### src/core/clkctl_consts.svh
// offsets, field positions, reset values and timing counts for the clock control block
`ifndef CLKCTL_CONSTS_SVH
`define CLKCTL_CONSTS_SVH

`define CLK_PERIOD_NS      32'd10
`define ADDR_TRIM          4'h0
`define ADDR_CONTROL       4'h4
`define ADDR_CONFIG        4'h8
`define ADDR_STATUS        4'hc

`define TRIM_PLL_BIT       6
`define TRIM_MSB           5
`define CTL_IDLE_BIT       7
`define CTL_IFS_MSB        6
`define CTL_IFS_LSB        4
`define CTL_SEL_MSB        1
`define CFG_FOSC_MSB       2
`define CFG_WDT_BIT        3
`define CFG_SECKEEP_BIT    4

`define TRIM_RESET         7'h00
`define IFS_RESET          3'h6
`define SEL_RESET          2'h0
`define FOSC_RESET         3'h3

`define FOSC_INT_IO        3'h0
`define FOSC_PLL_IO        3'h1
`define FOSC_INT_CLKOUT    3'h2
`define FOSC_PLL_CLKOUT    3'h3
`define FOSC_HS            3'h4
`define FOSC_CRYSTAL_WITH_MULTIPLIER_MODE         3'h5
`define FOSC_EC            3'h6
`define FOSC_EXTERNAL_CLOCK_MULTIPLIED_MODE         3'h7

`define SEL_SECONDARY      2'h1
`define SEL_PRIMARY        2'h2
`define SEL_INTERNAL       2'h3
`define IFS_4MHZ           3'h6
`define IFS_8MHZ           3'h7
`define IFS_SLOW           3'h0
`define FAST_BASE_MHZ      6'd8
`define PLL_FACTOR         3'd4

`define SWITCH_OLD_CYCLES  4'd2
`define SWITCH_NEW_CYCLES  4'd4
`define OST_CYCLES         11'd1024
`define TRIM_SETTLE_NS     32'd1000000
`define POWERUP_DELAY_TIMER_NS            32'd64000
`define READY_DELAY_NS     32'd200
`endif

### src/core/clkctl_pkg.sv
// types shared by the clock control block
`default_nettype none
package clkctl_pkg;
  typedef enum logic [5:0] {
    st_powerup = 6'b000001,
    st_startup = 6'b000010,
    st_ready   = 6'b000100,
    st_run     = 6'b001000,
    st_switch  = 6'b010000,
    st_halt    = 6'b100000
  } seq_state_t;
endpackage
`default_nettype wire

### src/core/clock_control.sv
// clock source control: pll, trim, power-managed modes and power-up delays
//
// Added by the designer: the address map and the Wishbone register port.
`timescale 1ns/1ns
`default_nettype none
`include "clkctl_consts.svh"

// Function
// - pll multiplies fast rc by four
// - pll enabled by trim register bit 6
// - pll only in internal pll modes
// - pll only at 4 or 8 MHz selection
// - clkout pll mode: out pin fosc/4
// - all-io pll mode: both pins gpio
// - fast rc 8 MHz, six-bit trim
// - trim settles within 1 ms, flagged by trim_settling
// - slow rc unaffected by trim
// - primary idle keeps primary oscillator running
// - other managed modes stop primary oscillator
// - secondary modes clock from secondary oscillator
// - internal modes clock from internal block
// - sleep stops all unneeded clocks
// - slow rc runs while watchdog runs
// - power-up timer always holds reset
// - crystal modes count 1024 start cycles
// - extra delay after reset before execution
// - sleep pin states by oscillator mode
// - two-bit source select, idle bit
// - glitch-free switch pause 2 + 4 cycles
module clock_control #(
  parameter int unsigned POWERUP_DELAY_TIMER_CYCLES   = `POWERUP_DELAY_TIMER_NS / `CLK_PERIOD_NS,
  parameter int unsigned SETTLE_CYCLES = `TRIM_SETTLE_NS / `CLK_PERIOD_NS
) (
  input  wire  logic        clk,
  input  wire  logic        reset_n,
  input  wire  logic        cyc_i,
  input  wire  logic        stb_i,
  input  wire  logic        we_i,
  input  wire  logic [3:0]  adr_i,
  input  wire  logic [3:0]  sel_i,
  input  wire  logic [31:0] dat_i,
  output logic [31:0]       dat_o,
  output logic              ack_o,
  input  wire  logic        sleep_exec,
  input  wire  logic        wake_event,
  input  wire  logic        osc_cycle_tick,
  input  wire  logic        secondary_osc_ready,
  input  wire  logic        port_bit_six_out,
  input  wire  logic        port_bit_six_oe,
  input  wire  logic        port_bit_seven_out,
  input  wire  logic        port_bit_seven_oe,
  output logic              osc_pin_out_o,
  output logic              osc_pin_out_oe,
  output logic              osc_pin_in_o,
  output logic              osc_pin_in_oe,
  output logic              crystal_feedback_en,
  output logic              primary_osc_en,
  output logic              secondary_osc_en,
  output logic              fast_rc_oscillator_en,
  output logic              slow_rc_oscillator_en,
  output logic              pll_active,
  output logic [5:0]        device_clock_mhz,
  output logic signed [5:0] fast_trim_offset,
  output logic              trim_settling,
  output logic [1:0]        active_source,
  output logic              cpu_clock_en,
  output logic              periph_clock_en,
  output logic              device_reset_hold
);

  localparam int unsigned READY_CYCLES = `READY_DELAY_NS / `CLK_PERIOD_NS;

  // register and bus state
  logic [6:0]  trim_reg;
  logic [7:0]  ctrl_reg;
  logic [4:0]  cfg_reg;
  logic [31:0] rdata;
  logic        ack;
  logic [31:0] settle_cnt;
  logic [6:0]  next_trim_reg;
  logic [7:0]  next_ctrl_reg;
  logic [4:0]  next_cfg_reg;
  logic [31:0] next_rdata;
  logic        next_ack;
  logic [31:0] next_settle_cnt;

  // sequencer state
  clkctl_pkg::seq_state_t state;
  clkctl_pkg::seq_state_t next_state;
  logic [31:0] cnt;
  logic [31:0] next_cnt;
  logic [1:0]  src;
  logic [1:0]  next_src;
  logic        idle_mode;
  logic        next_idle_mode;
  logic [1:0]  div4;
  logic [1:0]  next_div4;

  logic        wr;
  logic        rd;
  logic [2:0]  fosc;
  logic [2:0]  ifs;
  logic [1:0]  want_src;
  logic        sleeping;
  logic        fast_cfg;

  function automatic logic [1:0] norm_src(input logic [1:0] s);
    norm_src = (s == 2'h0) ? `SEL_PRIMARY : s;
  endfunction

  function automatic logic [7:0] lane(input logic [7:0] old, input logic [7:0] nw,
                                      input logic en);
    lane = en ? nw : old;
  endfunction

  function automatic logic is_crystal(input logic [2:0] f);
    is_crystal = (f == `FOSC_HS) || (f == `FOSC_CRYSTAL_WITH_MULTIPLIER_MODE);
  endfunction

  assign wr       = cyc_i && stb_i && we_i && !ack;
  assign rd       = cyc_i && stb_i && !we_i && !ack;
  assign fosc     = cfg_reg[`CFG_FOSC_MSB:0];
  assign ifs      = ctrl_reg[`CTL_IFS_MSB:`CTL_IFS_LSB];
  assign want_src = norm_src(ctrl_reg[`CTL_SEL_MSB:0]);
  assign sleeping = (state == clkctl_pkg::st_halt) && !idle_mode;
  assign fast_cfg = !fosc[2];

  always_comb
  begin
    next_trim_reg   = trim_reg;
    next_ctrl_reg   = ctrl_reg;
    next_cfg_reg    = cfg_reg;
    next_rdata      = 32'h0;
    next_ack        = cyc_i && stb_i && !ack;
    next_settle_cnt = (settle_cnt != 32'h0) ? settle_cnt - 32'h1 : 32'h0;
    if (wr && sel_i[0])
    begin
      case (adr_i)
        `ADDR_TRIM:
        begin
          next_trim_reg   = dat_i[6:0];
          next_settle_cnt = SETTLE_CYCLES;
        end
        `ADDR_CONTROL: next_ctrl_reg = lane(ctrl_reg, dat_i[7:0], 1'b1);
        `ADDR_CONFIG:  next_cfg_reg  = dat_i[4:0];
        default:       next_cfg_reg  = cfg_reg;
      endcase
    end
    if (rd)
    begin
      case (adr_i)
        `ADDR_TRIM:    next_rdata = {25'h0, trim_reg};
        `ADDR_CONTROL: next_rdata = {24'h0, ctrl_reg[7:4],
                                    primary_osc_en && (src == `SEL_PRIMARY),
                                    1'b0, ctrl_reg[1:0]};
        `ADDR_CONFIG:  next_rdata = {27'h0, cfg_reg};
        `ADDR_STATUS:  next_rdata = {16'h0, 2'h0, state, 2'h0, idle_mode,
                                    sleeping, src, pll_active, trim_settling};
        default:       next_rdata = 32'h0;
      endcase
    end
  end

  always_ff @(posedge clk)
  begin
    if (!reset_n)
    begin
      trim_reg   <= `TRIM_RESET;
      ctrl_reg   <= {1'b0, `IFS_RESET, 2'h0, `SEL_RESET};
      cfg_reg    <= {2'h0, `FOSC_RESET};
      rdata      <= 32'h0;
      ack        <= 1'b0;
      settle_cnt <= 32'h0;
    end
    else
    begin
      trim_reg   <= next_trim_reg;
      ctrl_reg   <= next_ctrl_reg;
      cfg_reg    <= next_cfg_reg;
      rdata      <= next_rdata;
      ack        <= next_ack;
      settle_cnt <= next_settle_cnt;
    end
  end

  // power-up, start-up, switching and power-managed sequencer
  always_comb
  begin
    next_state     = state;
    next_cnt       = cnt;
    next_src       = src;
    next_idle_mode = idle_mode;
    next_div4      = div4 + 2'h1;
    case (state)
      clkctl_pkg::st_powerup:
      begin
        next_cnt = cnt + 32'h1;
        if (cnt + 32'h1 >= POWERUP_DELAY_TIMER_CYCLES)
        begin
          next_cnt   = 32'h0;
          next_state = clkctl_pkg::st_startup;
        end
      end
      clkctl_pkg::st_startup:
      begin
        if (!is_crystal(fosc) || cnt >= {21'h0, `OST_CYCLES})
        begin
          next_cnt   = 32'h0;
          next_state = clkctl_pkg::st_ready;
        end
        else if (osc_cycle_tick)
          next_cnt = cnt + 32'h1;
      end
      clkctl_pkg::st_ready:
      begin
        next_cnt = cnt + 32'h1;
        if (cnt + 32'h1 >= READY_CYCLES)
        begin
          next_cnt   = 32'h0;
          next_src   = want_src;
          next_state = clkctl_pkg::st_run;
        end
      end
      clkctl_pkg::st_run:
      begin
        if (sleep_exec)
        begin
          next_idle_mode = ctrl_reg[`CTL_IDLE_BIT];
          next_state     = clkctl_pkg::st_halt;
        end
        else if (want_src != src &&
                 (want_src != `SEL_SECONDARY || secondary_osc_ready))
        begin
          next_cnt   = 32'h0;
          next_state = clkctl_pkg::st_switch;
        end
      end
      clkctl_pkg::st_switch:
      begin
        next_cnt = cnt + 32'h1;
        if (cnt == {28'h0, `SWITCH_OLD_CYCLES} - 32'h1)
          next_src = want_src;
        if (cnt == {28'h0, `SWITCH_OLD_CYCLES + `SWITCH_NEW_CYCLES} - 32'h1)
        begin
          next_cnt   = 32'h0;
          next_state = clkctl_pkg::st_run;
        end
      end
      clkctl_pkg::st_halt:
      begin
        if (wake_event)
        begin
          next_idle_mode = 1'b0;
          next_state     = (!idle_mode && is_crystal(fosc)) ?
                           clkctl_pkg::st_startup : clkctl_pkg::st_run;
        end
        else if (sleep_exec)
          next_idle_mode = ctrl_reg[`CTL_IDLE_BIT];
      end
      default:
      begin
        next_cnt   = 32'h0;
        next_state = clkctl_pkg::st_powerup;
      end
    endcase
  end

  always_ff @(posedge clk)
  begin
    if (!reset_n)
    begin
      state     <= clkctl_pkg::st_powerup;
      cnt       <= 32'h0;
      src       <= `SEL_PRIMARY;
      idle_mode <= 1'b0;
      div4      <= 2'h0;
    end
    else
    begin
      state     <= next_state;
      cnt       <= next_cnt;
      src       <= next_src;
      idle_mode <= next_idle_mode;
      div4      <= next_div4;
    end
  end

  // oscillator enables and clock routing
  always_comb
  begin
    primary_osc_en = !sleeping && (src == `SEL_PRIMARY ||
                     (state == clkctl_pkg::st_switch && want_src == `SEL_PRIMARY));
    secondary_osc_en = (!sleeping && src == `SEL_SECONDARY)
                       || cfg_reg[`CFG_SECKEEP_BIT];
    fast_rc_oscillator_en = !sleeping && ifs != `IFS_SLOW &&
                            (src == `SEL_INTERNAL || (src == `SEL_PRIMARY && fast_cfg));
    slow_rc_oscillator_en = cfg_reg[`CFG_WDT_BIT]
                            || state == clkctl_pkg::st_powerup
                            || (!sleeping && src == `SEL_INTERNAL && ifs == `IFS_SLOW);
    pll_active = trim_reg[`TRIM_PLL_BIT] && fast_rc_oscillator_en
                 && src == `SEL_PRIMARY
                 && (fosc == `FOSC_PLL_CLKOUT || fosc == `FOSC_PLL_IO)
                 && (ifs == `IFS_8MHZ || ifs == `IFS_4MHZ);
    active_source     = src;
    cpu_clock_en      = state == clkctl_pkg::st_run;
    periph_clock_en   = state == clkctl_pkg::st_run || (state == clkctl_pkg::st_halt && idle_mode);
    device_reset_hold = state == clkctl_pkg::st_powerup || state == clkctl_pkg::st_startup
                        || state == clkctl_pkg::st_ready;
    crystal_feedback_en = is_crystal(fosc) && !sleeping;
    osc_pin_in_o   = port_bit_seven_out;
    osc_pin_in_oe  = fast_cfg && port_bit_seven_oe;
    osc_pin_out_o  = port_bit_six_out;
    osc_pin_out_oe = (fosc == `FOSC_INT_IO || fosc == `FOSC_PLL_IO) && port_bit_six_oe;
    if (fosc == `FOSC_INT_CLKOUT || fosc == `FOSC_PLL_CLKOUT ||
        fosc == `FOSC_EC || fosc == `FOSC_EXTERNAL_CLOCK_MULTIPLIED_MODE)
    begin
      osc_pin_out_o  = !sleeping && div4[1];
      osc_pin_out_oe = 1'b1;
    end
  end

  // nominal device frequency and trim offset handed to the analog oscillator
  always_comb
  begin
    fast_trim_offset = $signed(trim_reg[`TRIM_MSB:0]);
    trim_settling    = settle_cnt != 32'h0;
    device_clock_mhz = 6'd0;
    if (src == `SEL_INTERNAL || (src == `SEL_PRIMARY && fast_cfg))
    begin
      if (ifs == `IFS_8MHZ)
        device_clock_mhz = `FAST_BASE_MHZ;
      else if (ifs == `IFS_4MHZ)
        device_clock_mhz = `FAST_BASE_MHZ >> 1;
      if (pll_active)
        device_clock_mhz = 6'(device_clock_mhz * `PLL_FACTOR);
    end
  end

  assign dat_o = rdata;
  assign ack_o = ack;

endmodule

`default_nettype wire

### config.mk
export PLATFORM = sky130hd
export DESIGN_NAME = clock_control
export DESIGN_NICKNAME = d
export VERILOG_FILES = /design/src/core/clkctl_pkg.sv /design/src/core/clock_control.sv
export VERILOG_INCLUDE_DIRS = /design/src /design/src/core
export SDC_FILE = /design/constraint.sdc
export NUM_CORES = 1
export LEC_CHECK = 0
export BUFFER_PORTS_ARGS = -buffer_cell sky130_fd_sc_hd__buf_2
export CORE_ASPECT_RATIO = 0.5
export CORE_UTILIZATION = 56
export CTS_BUF_LIST = sky130_fd_sc_hd__clkbuf_16
export DETAILED_ROUTE_END_ITERATION = 12
export MAX_ROUTING_LAYER = met4
export PLACE_DENSITY_LB_ADDON = 0.1
export SYNTH_ARGS = -nofsm -noshare
export SYNTH_HDL_FRONTEND = slang
export SYNTH_SLANG_ARGS = --single-unit
### constraint.sdc
create_clock -name clk -period 3.6 [get_ports clk]
set_clock_uncertainty 0.2 [all_clocks]
set_input_delay 0.72 -clock clk [delete_from_list [all_inputs] [get_ports clk]]
set_output_delay 0.72 -clock clk [all_outputs]
set_load 0.01 [all_outputs]
==> flow_summary.json, run 1 <==
{
  "outcome": "finished clean",
  "cp_num_buf_inv": 1,
  "io_pins": 114,
  "root_buffer": "clkbuf_16",
  "drc": 0,
  "start_util": 0.587,
  "grt_max_degree": 30,
  "num-fill-cells": 881,
  "crit_path_end_kind": "output pin",
  "worstHoldPathCells": 1,
  "track_usage": 0.293,
  "clock_sinks": 108,
  "place_ws_ns": 0.172,
  "startpoint_type": "flip-flop",
  "synth_seq_cells": 108,
  "place.gp.congestion": 0.975,
  "p_int_uw": 2260,
  "tns_ns": 0,
  "path_class": "reg2out",
  "peakVddDrop_mv": 0.235,
  "dieArea_mm2": 0.0113,
  "comb_power_share": 0.296,
  "viasPerCell": 5.81,
  "first_iter_violations": 434,
  "power_uw": 3340,
  "seq_area_frac_synth": 0.355,
  "grt_pass1_vias": 5106,
  "synth_cell_types": 79,
  "synthFlopType": "dfxtp_1",
  "crit_family": "simple AND/OR/NAND/NOR gates",
  "holdWs_ns": 0.238,
  "slowest_stage": "or4_4",
  "crit_top_cell": "or3_4",
  "cp_slowest_stage_delay_ns": 0.55,
  "finalHoldViolations": 0,
  "cts_buffer_depth": 2,
  "path_cells": "or4_4 > nor3_4 > or3b_4 > or3_4 > or3_4 > buf_6",
  "slew_violations": 0,
  "sw_frac_of_total": 0.325,
  "period_share": 0.999,
  "htree_levels": 3,
  "cts_hold_buf": 0,
  "rr_worst_depth": 11,
  "worstMarginPinSlew_ns": 0.832,
  "grt_pass1_wl_um": 25100,
  "chipWidth_um": 149,
  "num_vias": 5740,
  "critPathRequiredTime_ns": 2.68,
  "worstPathMaxFanout": 3,
  "clkPwrFrac": 0.287,
  "crit_arrival_ns": 2.68,
  "wl_um": 15800,
  "finalCriticalPeriod_ns": 3.60,
  "n_antenna_cell": 0,
  "chipHeight_um": 75.7,
  "drv_cap": 0,
  "avgSynthCellArea_um2": 8.13,
  "rsz0062_at_grt": "yes",
  "core_mm2": 0.0104,
  "setup_slack_ns": 0.00192,
  "cts_made_buffers": 9,
  "p_leak_uw": 0.00287,
  "clkTransAtPathRegs_ns": 0.08,
  "firstDrtPassIters": 5,
  "max_freq_mhz": 278,
  "clk_latency_ns": 0.35,
  "p_seq_frac": 0.417,
  "cp_num_cells": 6,
  "setup_viol": 0,
  "ant_nets": 0,
  "powerDensity_mw_per_mm2": 467,
  "detailed_place_hpwl_um": 11400,
  "wl_per_cell_um": 16.0,
  "layout-drive-gt1-share": 0.223,
  "synth-edff-count": 0,
  "nets": 900,
  "async_flop_share": 0,
  "cts_tree": "done",
  "yosysWarnings": 0,
  "io_buffer_count": 64,
  "overflow": 0,
  "synthCells": 749,
  "antenna_found_initial": 0,
  "area_delta_synth_final_pct": 17.5,
  "relSlewSlack": 0.443,
  "mappedNetlistArea_mm2": 0.00609,
  "reg2reg_slack_ns": 0.16,
  "utilization": 0.690,
  "fp-row-count": 26,
  "power.switching_uw": 1090,
  "hold_path_class": "reg2reg"
}
==> cell usage in the layout, fill, tap and decap left out, drive strengths merged, types with 5 or more instances in the layout <==
cell	n
nor4	24
and3	7
a21oi	16
or2	5
nand3	33
buf	128
nor2	112
nor2b	7
and2	11
xnor2	33
or4	9
nor3	31
nand4	16
o21ai	37
mux2i	22
or3	18
xor2	18
dfxtp	108
clkbuf	9
nand2	58
and4	5
inv	28
a31oi	5
conb	20
o31ai	9
==> what timing repair did <==
action / in CTS / in global routing
pin swaps: 7 / 3
gates resized for setup: 14 / 9
buffers inserted: 7 / 3
endpoints found under the setup margin: 1 / 18
==> through the flow <==
stage,cell area (µm²),cells
final,7160,988
after global placement,6710,962
after global routing,7160,988
after floorplan,6160,768
after detailed placement,6710,962
after CTS,7100,985
==> logic make-up after synthesis <==
kind of cell               after synthesis  synth area share
xor gates and xnor gates                51            0.0733
other                                    1          0.000616
adders and majority gates                4           0.00822
buffers and inverters                   88            0.0750
and+or+nand+nor                        354             0.306
muxes                                   26            0.0491
DFF                                    108             0.355
AOI/OAI and AO/OA                      117             0.132
==> path summary, 6_finish.rpt <==
check / startpoint / endpoint
setup / recovery: settle_cnt[12] / trim_settling
hold / removal: div4[0] / div4[0]
setup reg to reg: cnt[3] / state[1]
hold reg to reg: div4[0] / div4[0]
==> layout make-up <==
cell class / instances / area [µm²] / share of cell area
well taps: 140 / 175 / 0.0245
inverters: 24 / 90.1 / 0.0126
multi-input cells: 572 / 3610 / 0.504
flip-flops and latches: 108 / 2180 / 0.304
clock buffers: 9 / 225 / 0.0315
clock inverters: 7 / 62.6 / 0.00874
repair buffers: 128 / 820 / 0.115
==> cells in the mapped netlist, types with 3 or more instances <==
| cell type | number | area share |
|---|---|---|
| a21o_1 | 4 | 0.0049 |
| nand2_1 | 57 | 0.035 |
| buf_2 | 9 | 0.0074 |
| nand3b_1 | 3 | 0.0037 |
| nand2b_1 | 4 | 0.0041 |
| or4_1 | 5 | 0.0062 |
| ha_1 | 4 | 0.0082 |
| a22oi_1 | 3 | 0.0037 |
| and2_1 | 11 | 0.011 |
| and3_1 | 7 | 0.0072 |
| o41ai_1 | 4 | 0.0058 |
| or2_2 | 4 | 0.0041 |
| o31ai_1 | 9 | 0.011 |
| or4_4 | 3 | 0.0055 |
| and4_1 | 5 | 0.0072 |
| dfxtp_1 | 108 | 0.35 |
| a31oi_1 | 5 | 0.0051 |
| mux2i_1 | 22 | 0.036 |
| o211a_1 | 4 | 0.0066 |
| nand4_1 | 14 | 0.014 |
| nor3_1 | 30 | 0.025 |
| xnor2_1 | 33 | 0.047 |
| o211ai_1 | 3 | 0.0037 |
| a211oi_1 | 4 | 0.0049 |
| nand4b_1 | 3 | 0.0043 |
| buf_4 | 30 | 0.037 |
| a21oi_1 | 16 | 0.013 |
| o21ai_0 | 36 | 0.030 |
| nor2_1 | 109 | 0.067 |
| nor2b_1 | 6 | 0.0062 |
| xor2_1 | 18 | 0.026 |
| clkbuf_1 | 22 | 0.014 |
| nor4_1 | 21 | 0.022 |
| o22ai_1 | 3 | 0.0031 |
| o21bai_1 | 4 | 0.0049 |
| or3_1 | 16 | 0.016 |
| inv_1 | 24 | 0.015 |
| mux4_2 | 3 | 0.011 |
| nand3_1 | 32 | 0.026 |
==> power groups by stage <==
stage | Sequential, µW | Clock [µW] | Combinational, µW
detailed placement | 1410 | 0 | 854
CTS | 1390 | 980 | 949
floorplan | 1390 | 0 | 644
finish | 1390 | 961 | 990
global placement | 1400 | 0 | 835
global route | 1410 | 1030 | 1090
==> routing by layer <==
metal | wire length (µm) | GRT usage | vias up
li1 | - | - | 2796
met2 | 7680 | 0.497 | 166
met4 | 240 | 0.0850 | 0
met5 | 0 | - | -
met3 | 723 | 0.0497 | 22
met1 | 7200 | 0.363 | 2756
Power figures use the tool's default switching activity.
==> run 2: changes to the inputs <==
- PLACE_DENSITY_LB_ADDON: 0.1 -> 0.2
- SETUP_SLACK_MARGIN: not set -> 0.15
==> run 2 against run 1 <==
  * The flow now finishes with violations (setup timing)
  * Sequential share of layout area fell by 0.78 points
  * Worst hold slack improved by 0.0056 ns
  * Combinational power rose by 25%
  * Non-clock buffer count rose by 12
  * Final cell count rose by 1.2%
  * Register-to-register slack got worse by 0.16 ns
  * Clock power rose by 12%
  * Wire length rose by 10%
  * Flip-flop and latch count did not move
  * First-iteration DRC count rose by 15%
==> flow_summary.json, run 2 (same netlist as run 1, synthesis figures left out) <==
{
  "critPathRequiredTime_ns": 2.68,
  "setup_viol": 2,
  "area_delta_synth_final_pct": 21.7,
  "n_antenna_cell": 0,
  "cts_hold_buf": 0,
  "rsz0062_at_grt": "yes",
  "whs_endpoint": "div4[0]",
  "slowest_stage": "or4_4",
  "crit_family": "simple AND/OR/NAND/NOR gates",
  "num-fill-cells": 808,
  "io_pins": 114,
  "worstMarginPinSlew_ns": 0.873,
  "firstDrtPassIters": 5,
  "relSlewSlack": 0.415,
  "crit_arrival_ns": 2.72,
  "startpoint_type": "flip-flop",
  "cts_buffer_depth": 2,
  "num_vias": 5966,
  "cp_num_buf_inv": 2,
  "core_mm2": 0.0104,
  "clock_sinks": 108,
  "layout-drive-gt1-share": 0.259,
  "setup_slack_ns": -0.0363,
  "cp_slowest_stage_delay_ns": 0.44,
  "nets": 912,
  "final_cell_mix": "nor2_1 (107), dfxtp_1 (92), buf_4 (70)",
  "finalHoldViolations": 0,
  "chipHeight_um": 75.7,
  "viasPerCell": 5.97,
  "drc": 0,
  "cts_tree": "done",
  "violations": "setup timing",
  "cts_made_buffers": 9,
  "clk_latency_ns": 0.36,
  "max_freq_mhz": 275,
  "worstHoldPathCells": 1,
  "dieArea_mm2": 0.0113,
  "utilization": 0.714,
  "outcome": "finished with violations",
  "antenna_found_initial": 0,
  "track_usage": 0.311,
  "wl_um": 17400,
  "start_util": 0.587,
  "overflow": 0,
  "holdWs_ns": 0.243,
  "final_common_cell": "nor2_1",
  "rr_worst_depth": 21,
  "io_buffer_count": 64,
  "tns_ns": -0.0365,
  "finalNonFillerCells": 1000,
  "reg2reg_to": "settle_cnt[25]",
  "wl_per_cell_um": 17.4,
  "hold_start": "div4[0]",
  "htree_levels": 3,
  "p_leak_uw": 0.00295,
  "drv_cap": 0,
  "path_cells": "nor2_4 > buf_4 > nand4_4 > or4_4 > or3b_4 > or3_4 > or3_4 > buf_6",
  "hold_path_class": "reg2reg",
  "peakVddDrop_mv": 0.301,
  "root_buffer": "clkbuf_16",
  "detailed_place_hpwl_um": 11500,
  "finalCriticalPeriod_ns": 3.64,
  "ant_nets": 0,
  "grt_pass1_vias": 5405,
  "fp-row-count": 26,
  "crit_top_cell": "or3_4",
  "grt_max_degree": 27,
  "reg2reg_slack_ns": 0,
  "crit_path_end_kind": "output pin",
  "first_iter_violations": 497,
  "place.gp.congestion": 0.958,
  "place_ws_ns": 0.151,
  "grt_pass1_wl_um": 26600,
  "worstPathMaxFanout": 2,
  "period_share": 1.01,
  "path_class": "reg2out",
  "dp.cells": 954,
  "powerDensity_mw_per_mm2": 503,
  "r2r_start": "settle_cnt[6]",
  "slew_violations": 0,
  "clkTransAtPathRegs_ns": 0.08,
  "chipWidth_um": 149
}
-- run 2: metrics by stage --
step / area, µm² / total power [µW]
finish: 7410 / 3730
global route: 7410 / 3880
CTS: 7210 / 3530
detailed placement: 6650 / 2240
global placement: 6650 / 2220
floorplan: 6160 / 2030
-- run 2: worst max path at each step --
stage,startpoint,endpoint,slack (ns),depth (start not counted)
4_1_cts,settle_cnt[1],trim_settling,0.03,8
3_5_place_dp,settle_cnt[0],trim_settling,0.15,8
5_1_grt,settle_cnt[6],settle_cnt[29],-0.13,21
6_report,settle_cnt[6],trim_settling,-0.04,8
2_1_floorplan,state[1],device_clock_mhz[4],0.31,7
3_3_place_gp,settle_cnt[0],trim_settling,0.17,8
-- run 2: per-layer routing --
layer | vias up | global-route usage | share of wire
li1 | 2837 | - | -
met1 | 2815 | 0.381 | 0.43
met2 | 272 | 0.517 | 0.48
met3 | 42 | 0.0557 | 0.069
met4 | 0 | 0.125 | 0.023
met5 | - | - | 0
-- run 2: cell type report --
type / instances / area (µm²) / share of cell area
multi-input cells: 572 / 3690 / 0.498
flip-flops and latches: 108 / 2200 / 0.296
repair buffers: 140 / 928 / 0.125
clock buffers: 9 / 225 / 0.0304
well taps: 140 / 175 / 0.0236
clock inverters: 7 / 103 / 0.0138
inverters: 24 / 90.1 / 0.0122
-- run 2: worst register-to-register path, cell delays in order (launching register included) --
cell and delay (ns):
dfxtp_4 0.36, nor2_4 0.11, buf_4 0.11, buf_4 0.10
buf_6 0.10, buf_6 0.09, buf_4 0.10, buf_4 0.09
buf_4 0.10, buf_6 0.10, buf_6 0.09, buf_4 0.10
buf_4 0.10, buf_4 0.10, buf_6 0.09, nand2_4 0.05
nor4_4 0.35, nand3b_1 0.25, or3_4 0.49, nor3_4 0.21
xnor2_2 0.15, nor2_1 0.08
-- run 2: where the power goes --
part / total (µW) / internal, µW / switching, µW
clock network: 1080 / 567 / 508
logic: 1240 / 618 / 627
registers: 1400 / 1300 / 107
total: 3730 / 2480 / 1240
-- run 2: what timing repair did --
action,CTS,global route
pin swaps,8,14
resized for setup,20,36
buffers inserted,23,7
endpoints found under the setup margin,3,35
